`src/jump_unit_pkg.sv`:
```
package jump_unit_pkg;

	// ==========================================================================
	// Widths
	// ==========================================================================
	localparam int PC_W     = 20;
	localparam int OFFSET_W = 10;
	localparam int SR_W     = 16;

	// ==========================================================================
	// Status register field positions
	// ==========================================================================
	localparam int SR_C_POS      = 0;
	localparam int SR_Z_POS      = 1;
	localparam int SR_N_POS      = 2;
	localparam int SR_GIE_POS    = 3;
	localparam int SR_PROCESSOR_HALT_BIT_POS = 4;
	localparam int SR_OSCILLATOR_OFF_BIT_POS = 5;
	localparam int SR_V_POS      = 8;

	// ==========================================================================
	// Reset values and step sizes
	// ==========================================================================
	localparam logic [SR_W-1:0] SR_RESET       = 16'h0000;
	localparam logic [PC_W-1:0] PC_RESET       = 20'h00000;
	localparam logic [PC_W-1:0] JUMP_INSTR_LEN = 20'h00002;

	// Word distance reachable from the jump instruction
	localparam int REACH_BACK_WORDS = 511;
	localparam int REACH_FWD_WORDS  = 512;

	// ==========================================================================
	// Jump kinds
	// ==========================================================================
	typedef enum logic [2:0] {
		jump_on_zero              = 3'h0,
		jump_on_no_carry          = 3'h1,
		jump_on_carry             = 3'h2,
		jump_on_negative          = 3'h3,
		jump_signed_greater_equal = 3'h4,
		jump_signed_less          = 3'h5,
		jump_unconditional        = 3'h6,
		jump_kind_spare           = 3'h7
	} jump_kind_t;

	// Alternative names decode to the very same operation
	localparam jump_kind_t jump_unsigned_higher_same = jump_on_carry;
	localparam jump_kind_t jump_unsigned_lower       = jump_on_no_carry;
	localparam jump_kind_t jump_if_equal             = jump_on_zero;
	localparam jump_kind_t jump_if_positive          = jump_signed_greater_equal;

	// ==========================================================================
	// Address arithmetic
	// ==========================================================================
	// Word offset doubled, sign-extended, added past the one-word instruction
	function automatic logic [PC_W-1:0] rel_target(input logic [PC_W-1:0] pc,
		input logic [OFFSET_W-1:0] off);
		logic [PC_W-1:0] ext;
		ext = {{(PC_W-OFFSET_W-1){off[OFFSET_W-1]}}, off, 1'b0};
		return pc + JUMP_INSTR_LEN + ext;
	endfunction

	function automatic logic [PC_W-1:0] seq_next(input logic [PC_W-1:0] pc);
		return pc + JUMP_INSTR_LEN;
	endfunction

endpackage

```
`src/jump_cond_if.sv`:
```
`timescale 1ns/1ps
interface jump_cond_if;
	import jump_unit_pkg::*;
	jump_kind_t kind;
	logic       flag_n;
	logic       flag_z;
	logic       flag_c;
	logic       flag_v;
	logic       take;

	modport eval (input kind, input flag_n, input flag_z, input flag_c, input flag_v, output take);
	modport user (output kind, output flag_n, output flag_z, output flag_c, output flag_v, input take);
endinterface

```
`src/jump_cond_eval.sv`:
```
`timescale 1ns/1ps
module jump_cond_eval
	import jump_unit_pkg::*;
(
	jump_cond_if.eval cond    // Kind and flags in, decision out
);

	// ==========================================================================
	// Per-kind decisions
	// ==========================================================================
	wire signed_ge  = ~(cond.flag_n ^ cond.flag_v);
	wire signed_lt  = cond.flag_n ^ cond.flag_v;
	wire on_zero    = cond.flag_z;
	wire on_carry   = cond.flag_c;
	wire on_no_c    = ~cond.flag_c;
	wire on_neg     = cond.flag_n;

	// Aliased kinds share codes, so one case arm serves both names
	assign cond.take = (cond.kind == jump_on_zero)              ? on_zero   :
	                   (cond.kind == jump_on_carry)             ? on_carry  :
	                   (cond.kind == jump_on_no_carry)          ? on_no_c   :
	                   (cond.kind == jump_on_negative)          ? on_neg    :
	                   (cond.kind == jump_signed_greater_equal) ? signed_ge :
	                   (cond.kind == jump_signed_less)          ? signed_lt :
	                   (cond.kind == jump_unconditional)        ? 1'b1      :
	                   1'b0;

endmodule

```
`src/conditional_jump_unit.sv`:
```
`timescale 1ns/1ps
// What this block does
// - Carry set: load target, else continue
// - Zero set: branch; zero clear: fall through
// - Target is PC plus 2 plus doubled, extended offset
// - Reach 511 words back, 512 forward
// - Greater-equal branches when N equals V
// - Less branches when N differs from V
// - Unconditional always loads the relative target
// - Negative set: branch; clear: next instruction
// - Carry clear: branch; carry set: continue
// - Alias names decode to identical operations
// - Jumps never change N, Z, C, V
// - Jumps never change halt, oscillator, interrupt-enable
// - Logic, test, rotate, extend ops clear V
module conditional_jump_unit
	import jump_unit_pkg::*;
(
	input  wire logic                clock,           // Core clock, 100 MHz
	input  wire logic                resetn,          // Synchronous reset, active low
	input  wire logic                jump_valid,      // Jump instruction issued this cycle
	input  wire jump_kind_t          jump_kind,       // Which jump
	input  wire logic [OFFSET_W-1:0] jump_offset,     // Signed word offset from the word after the instruction
	input  wire logic [PC_W-1:0]     jump_pc,         // Address of the jump instruction
	input  wire logic                flags_we,        // Another instruction writes the status register
	input  wire logic [SR_W-1:0]     flags_wdata,     // Value written to the status register
	input  wire logic                flags_clear_v,   // Writer is a logic, test, rotate or extend op
	output logic      [PC_W-1:0]     pc_next_r,       // Program counter after the jump
	output logic                     branch_taken_r,  // The last jump was taken
	output logic                     jump_done_r,     // One-cycle pulse: pc_next_r is fresh
	output logic      [SR_W-1:0]     status_r         // Status register
);

	// ==========================================================================
	// Status register write path
	// ==========================================================================
	logic [SR_W-1:0] status_nxt;
	logic [SR_W-1:0] v_mask;

	assign v_mask = ~(16'h0001 << SR_V_POS);

	// Jumps have no write port here, so flags and mode bits survive them
	assign status_nxt = !flags_we     ? status_r :
	                    flags_clear_v ? (flags_wdata & v_mask) :
	                    flags_wdata;

	always_ff @(posedge clock) begin
		if (!resetn) begin
			status_r <= SR_RESET;
		end else begin
			status_r <= status_nxt;
		end
	end

	// ==========================================================================
	// Flags seen by the jump
	// ==========================================================================
	// A flag write in the same cycle is forwarded, so a compare followed at once
	// by its jump needs no stall
	logic [SR_W-1:0] flags_eff;

	assign flags_eff = status_nxt;

	// ==========================================================================
	// Condition evaluation
	// ==========================================================================
	jump_cond_if cond_bus ();

	assign cond_bus.kind   = jump_kind;
	assign cond_bus.flag_n = flags_eff[SR_N_POS];
	assign cond_bus.flag_z = flags_eff[SR_Z_POS];
	assign cond_bus.flag_c = flags_eff[SR_C_POS];
	assign cond_bus.flag_v = flags_eff[SR_V_POS];

	jump_cond_eval u_cond (
		.cond (cond_bus.eval)
	);

	// ==========================================================================
	// Next program counter
	// ==========================================================================
	logic [PC_W-1:0] target_addr;
	logic [PC_W-1:0] fall_addr;
	logic [PC_W-1:0] pc_next_nxt;
	logic            taken_nxt;

	assign target_addr = rel_target(jump_pc, jump_offset);
	assign fall_addr   = seq_next(jump_pc);
	assign taken_nxt   = jump_valid ? cond_bus.take : branch_taken_r;
	assign pc_next_nxt = !jump_valid   ? pc_next_r   :
	                     cond_bus.take ? target_addr :
	                     fall_addr;

	always_ff @(posedge clock) begin
		if (!resetn) begin
			pc_next_r      <= PC_RESET;
			branch_taken_r <= 1'b0;
			jump_done_r    <= 1'b0;
		end else begin
			pc_next_r      <= pc_next_nxt;
			branch_taken_r <= taken_nxt;
			jump_done_r    <= jump_valid;
		end
	end

	// ==========================================================================
	// Checks
	// ==========================================================================
	logic signed [PC_W-1:0] jump_dist;
	logic        [PC_W-1:0] past_pc;

	always_ff @(posedge clock) begin
		if (!resetn) begin
			past_pc <= PC_RESET;
		end else if (jump_valid) begin
			past_pc <= jump_pc;
		end
	end

	// Byte distance from the jump instruction to where execution goes
	assign jump_dist = signed'(pc_next_r - past_pc);
endmodule

```
`config.mk`:
```
export PLATFORM = sky130hd
export DESIGN_NAME = conditional_jump_unit
export DESIGN_NICKNAME = d
export VERILOG_FILES = /design/src/jump_unit_pkg.sv /design/src/jump_cond_if.sv /design/src/jump_cond_eval.sv /design/src/conditional_jump_unit.sv
export SDC_FILE = /design/constraint.sdc
export NUM_CORES = 1
export LEC_CHECK = 0
export BUFFER_PORTS_ARGS = -buffer_cell sky130_fd_sc_hd__buf_4
export CELL_PAD_IN_SITES_DETAIL_PLACEMENT = 0
export CELL_PAD_IN_SITES_GLOBAL_PLACEMENT = 1
export CORE_ASPECT_RATIO = 0.6
export CORE_MARGIN = 1
export CORE_UTILIZATION = 34
export CTS_CLUSTER_SIZE = 25
export DETAILED_ROUTE_END_ITERATION = 10
export MAX_ROUTING_LAYER = met4
export PLACE_DENSITY = 0.87
export SETUP_SLACK_MARGIN = 0.1
export SLEW_MARGIN = 20
export SYNTH_ARGS = -nofsm -noshare
export SYNTH_HDL_FRONTEND = slang
export SYNTH_SLANG_ARGS = --single-unit
export TNS_END_PERCENT = 10
```
`constraint.sdc`:
```
create_clock -name clock -period 3.22 [get_ports clock]
set_clock_uncertainty 0.15 [all_clocks]
set_input_delay 0.322 -clock clock [delete_from_list [all_inputs] [get_ports clock]]
set_output_delay 0.322 -clock clock [all_outputs]
set_load 0.02 [all_outputs]
```
## Word level (Yosys, flattened, before mapping)

Cells that the tools add are included.

| storage, ports and cells | value |
|---|---|
| ROM bits | 0 |
| latch bits | 0 |
| flip-flop bits (word level) | 38 |
| memories | 0 |
| memory bits (writable) | 0 |
| output and inout port bits | 38 |
| bits of input ports | 54 |

| operators by class | value |
|---|---|
| muxes and demuxes | 10 |
| order comparisons | 0 |
| equality and inequality tests | 6 |
| shifts and indexed selects | 0 |
| bitwise logic cells | 3 |
| $mul | 0 |
| reductions and logical operators | 1 |
| add/subtract/negate cells | 2 |
| div/mod/pow operators | 0 |

Operators by type and width:

| cell | number |
|---|---|
| 20-bit by 2-bit adder with 20-bit output (second input constant) | 1 |
| 20-bit adder | 1 |
| 20-bit two-way mux | 1 |
| 9-bit two-way mux | 2 |
| 3-bit equality test (second input constant) | 3 |
| 1-bit two-way mux | 7 |
| 3-bit by 2-bit equality test with 1-bit output (second input constant) | 2 |
| 3-bit by 1-bit equality test with 1-bit output (second input constant) | 1 |
| 3-bit zero test | 1 |
| 1-bit inverter | 2 |
| 1-bit bitwise XOR | 1 |

## Longest topological paths before layout

| logic depth | value |
|---|---|
| depth in word-level cells | 10 |
| gate-level depth with buffers | 13 |

## By module

From an unflattened synthesis, not the netlist that was laid out.

| unflattened totals | value |
|---|---|
| cells, all modules | 335 |
| area, all modules | 2,793.9 sq um |

Modules (own cells, without submodules):

| module | cells each | instances | area an instance (sq um) |
|---|---|---|---|
| conditional_jump_unit | 326 | 1 | 2,720.1 |
| jump_cond_eval | 9 | 1 | 73.8 |

## Worst setup path after synthesis

OpenSTA, ideal clock, no wires.

| timing path | value |
|---|---|
| path type | input port to flip-flop |
| start | input port jump_pc[1] |
| end | register pc_next_r[19] |
| buffers on the path | 0 |
| path slack | 129 ps |
| cell stages on the path | 13 |
| setup time | 79 ps |
| arrival time | 2,862 ps |
| path through | ha_1 nand2_1 nor3_1 nand3_1 xnor2_1 ha_1 and4_1 nand2_1 a21oi_1 a41oi_1 mux2i_1 mux2_1 o211ai_1 |

| between the ends | value |
|---|---|
| longest elaborated chain between the ends | 3 |

RTL lines:

| element | line | source |
|---|---|---|
| start, declared | conditional_jump_unit.sv:24 | `input wire logic [PC_W-1:0] jump_pc,` |
| 20-bit by 2-bit adder with 20-bit output * | jump_unit_pkg.sv:60, jump_unit_pkg.sv:64 |  |
| 20-bit adder | jump_unit_pkg.sv:60 | `return pc + JUMP_INSTR_LEN + ext;` |
| 20-bit two-way mux * | conditional_jump_unit.sv:91 | `cond_bus.take ? target_addr :` |
| end signal, assigned | conditional_jump_unit.sv:100 | `pc_next_r <= pc_next_nxt;` |
| end, declared | conditional_jump_unit.sv:28 | `output logic [PC_W-1:0] pc_next_r,` |

Mark *: on every way between the ends. The rest lies on a longest branch, timed or not.
A chain may end at the register's enable or synchronous reset.

## Worst setup path after layout

| timing path | value |
|---|---|
| start | input port jump_pc[3] |
| end | register pc_next_r[19] |

Same word-level chain as after synthesis.

==> flow_metrics.tcl <==
set metrics [dict create \
    die_height_um 73.1 \
    intPower_mw 1.27 \
    antenna_left 0 \
    first_iter_violations 243 \
    hold_depth 3 \
    portBuffers 91 \
    netlist_instances 336 \
    final_core_util_pct 51.5 \
    arrival_ps 3010 \
    grtUsageMet3_pct 3.36 \
    ys_warn_count 0 \
    worstSetupStartpoint "jump_pc[3]" \
    fin_cells 559 \
    grt_pass1_vias 2665 \
    netlist_area_um2 2870 \
    crit_fanout 4 \
    finalWorstPathRequiredPeriod_ps 2960 \
    synth_edf_count 0 \
    slew_viol_final 0 \
    coreArea_um2 8010 \
    path_class "input pin to register" \
    synthDistinctLibCells 50 \
    end_kind "register" \
    start_util_pct 35.8 \
    path_delay_family "simple AND/OR/NAND/NOR gates" \
    r2r_slack_ps 660 \
    p_leak_nw 1.90 \
    rows 25 \
    synth_fp_nets 411 \
    numCtsBuffers 5 \
    regToRegEndpoint "pc_next_r[13]" \
    synth_flop_cell "dfxtp_1" \
    reg2reg_depth 9 \
    slowest_delay_ps 340 \
    synth.area.top_cells "dfxtp_1 (27%), mux2i_1 (12%), ha_1 (8.7%), xnor2_1 (5.5%), a21oi_1 (4.9%)" \
    hold_viol 0 \
    cts_root_buf "clkbuf_16" \
    seqPwrFrac_pct 29.2 \
    final_nets 525 \
    setup_viol 0 \
    grt_pass1_wl_um 13100 \
    crit_chain "buf_4, and4_4, nand3_2, nor2_1, buf_4, nand2_1, xnor2_2, ha_1, buf_4, and4_2, nand2_1, a21oi_1, a41oi_2, mux2i_1, mux2_1, o211ai_1" \
    p_per_area_nw_per_um2 441 \
    tritoncts "yes" \
    p_sw_mw 0.545 \
    synth_top_cell_by_area "dfxtp_1" \
    clock_latency_ps 280 \
    htree_num_levels 2 \
    comb_power_share_pct 34.2 \
    wl_per_cell_um 15.1 \
    insertedDiodeCount 0 \
    max_freq_mhz 338 \
    fin_crit_sh_pct 91.9 \
    cp_common_cell "buf_4" \
    grt_util_met1_pct 27.8 \
    syn_avg_cell_area_um2 8.53 \
    max_slew.worst_pin.slew_ps 435 \
    num_vias 2943 \
    drt_wl_total_um 8430 \
    rsz0062_at_grt "true" \
    clockPowerShare_pct 36.6 \
    synth_commonest_cells "dfxtp_1 (38), mux2i_1 (35), a21oi_1 (28), o21ai_0 (26), nand2_1 (23)" \
    syn2layout_area_growth_pct 43.9 \
    hp-start "jump_pc[0]" \
    fill_cells 751 \
    busiest_layer "met2" \
    min_to "pc_next_r[0]" \
    gp_congestion 0.904 \
    gr-total-overflow 0 \
    vdd_ir_drop_max_uv 219 \
    cp_slowest_cell "mux2_1" \
    yosysMostFrequentCell "dfxtp_1" \
    drc 0 \
    clock_sinks 38 \
    r2r-start "status_r[2]" \
    maxCapViolations 0 \
    crit_buf_inv 3 \
    drt-pass1-iter-count 4 \
    start_kind "input pin" \
    ys_seq_area_share_pct 26.5 \
    io_pins 92 \
    clk_pin_slew_ps 60 \
    fin_ws_ps 262 \
    hp-class "input pin to register" \
    ctsHoldBuffers 0 \
    maxSlewHeadroom_pct 70.5 \
    critical_path_required_ps 3270 \
    place_ws_ps -105 \
    p_sw_share_pct 30.0 \
    drive_above_1_share_pct 32.8 \
    grt_use_met2_pct 28.9 \
    cts_buffer_depth 2 \
    status "completed" \
    grt_util_all_layers_pct 19.6 \
    antenna_found_initial 0 \
    dieArea_um2 8810 \
    async_reset_ff_share_pct 0 \
    die_width_um 121 \
    ys_seq_elements 38 \
    vias_per_cell 5.26 \
    grt_max_degree 40 \
    total_power_mw 1.82 \
    dp_cells 550 \
    hpwlAfterDp_um 6470 \
    yosys.area.top_type_share_pct 26.5 \
]
-- layout by cell type (no fill, tap or decap), types with 3 or more instances in the layout --
| cell | synthesis | final |
|---|---|---|
| nor2_1 | 11 | 11 |
| a21oi_1 | 28 | 26 |
| o21ai_0 | 26 | 26 |
| nand2_1 | 23 | 23 |
| xnor2_1 | 18 | 14 |
| nand3_1 | 12 | 11 |
| buf_4 | 1 | 120 |
| and3_1 | 3 | 3 |
| nand2b_1 | 7 | 7 |
| a21oi_2 | 2 | 4 |
| nor2b_1 | 20 | 20 |
| nand4_1 | 4 | 4 |
| xor2_1 | 11 | 11 |
| dfxtp_1 | 38 | 38 |
| nand3b_1 | 3 | 3 |
| xnor2_2 | 0 | 4 |
| mux2i_1 | 35 | 35 |
| o211ai_1 | 4 | 4 |
| clkbuf_16 | 0 | 5 |
| a211oi_1 | 3 | 3 |
| nor3_1 | 3 | 3 |
| a31oi_1 | 7 | 6 |
| a21o_1 | 8 | 8 |
| ha_1 | 20 | 18 |
-- final cells by class --
cell class              count  area (um2)  share of cell area (%)
multi-input cells         283        2120                    51.4
clock buffers               6         139                    3.37
clock inverters             2        60.1                    1.46
repair buffers            120         901                    21.8
well taps                 108         135                    3.28
inverters                   2        7.51                   0.182
flip-flops and latches     38         761                    18.4
-- kinds of logic after synthesis --
family | count (synthesis) | synth area share [%]
xor+xnor | 29 | 8.86
mux | 37 | 13.0
compound gates | 95 | 20.3
fa+ha+maj | 21 | 9.43
flops | 38 | 26.5
buf+inv | 15 | 2.62
simple gates | 101 | 19.2
-- state kept, by name, indices dropped and copies added, names as in the netlist --
signal,flops
branch_taken_r,1
pc_next_r,20
jump_done_r,1
status_r,16
-- worst max-delay path by stage --
stage	end	cells past startpoint
5_1_grt	pc_next_r[19]	16
3_3_place_gp	pc_next_r[19]	15
4_1_cts	pc_next_r[19]	15
6_report	pc_next_r[19]	16
3_5_place_dp	pc_next_r[19]	15
2_1_floorplan	pc_next_r[19]	13
-- routing by layer --
layer | up-vias | wire length, um | part of all wire (%)
met5 | - | 0 | 0
met4 | 0 | 80 | 0.95
met3 | 11 | 525 | 6.2
met2 | 105 | 3530 | 42
met1 | 1361 | 4290 | 51
li1 | 1466 | - | -
-- tightest hold or removal path: stages --
cell and delay [ps]:
buf_4 80, mux2i_1 60, nor2b_1 90
-- stage by stage --
step / TNS (ps) / hold slack [ps] / instance area [um2]
after floorplan: 0 / 341 / 2870
after global placement: 0 / 318 / 3830
after detailed placement: -105 / 318 / 3830
after CTS: 0 / 158 / 4030
after global routing: 0 / 168 / 4120
final: 0 / 160 / 4120
-- power groups by stage --
stage,Sequential (mW),Clock (mW),Combinational (mW)
2_1_floorplan,0.588,0,0.316
3_3_place_gp,0.541,0,0.593
3_5_place_dp,0.542,0,0.601
4_1_cts,0.531,0.675,0.604
5_1_grt,0.536,0.699,0.674
6_report,0.531,0.665,0.621
-- repair_timing --
item / 4_1_cts / 5_1_grt
buffers inserted: 0 / 1
endpoints found under the setup margin: 0 / 4
gates resized for setup: 0 / 15
Power figures use the tool's default switching activity.
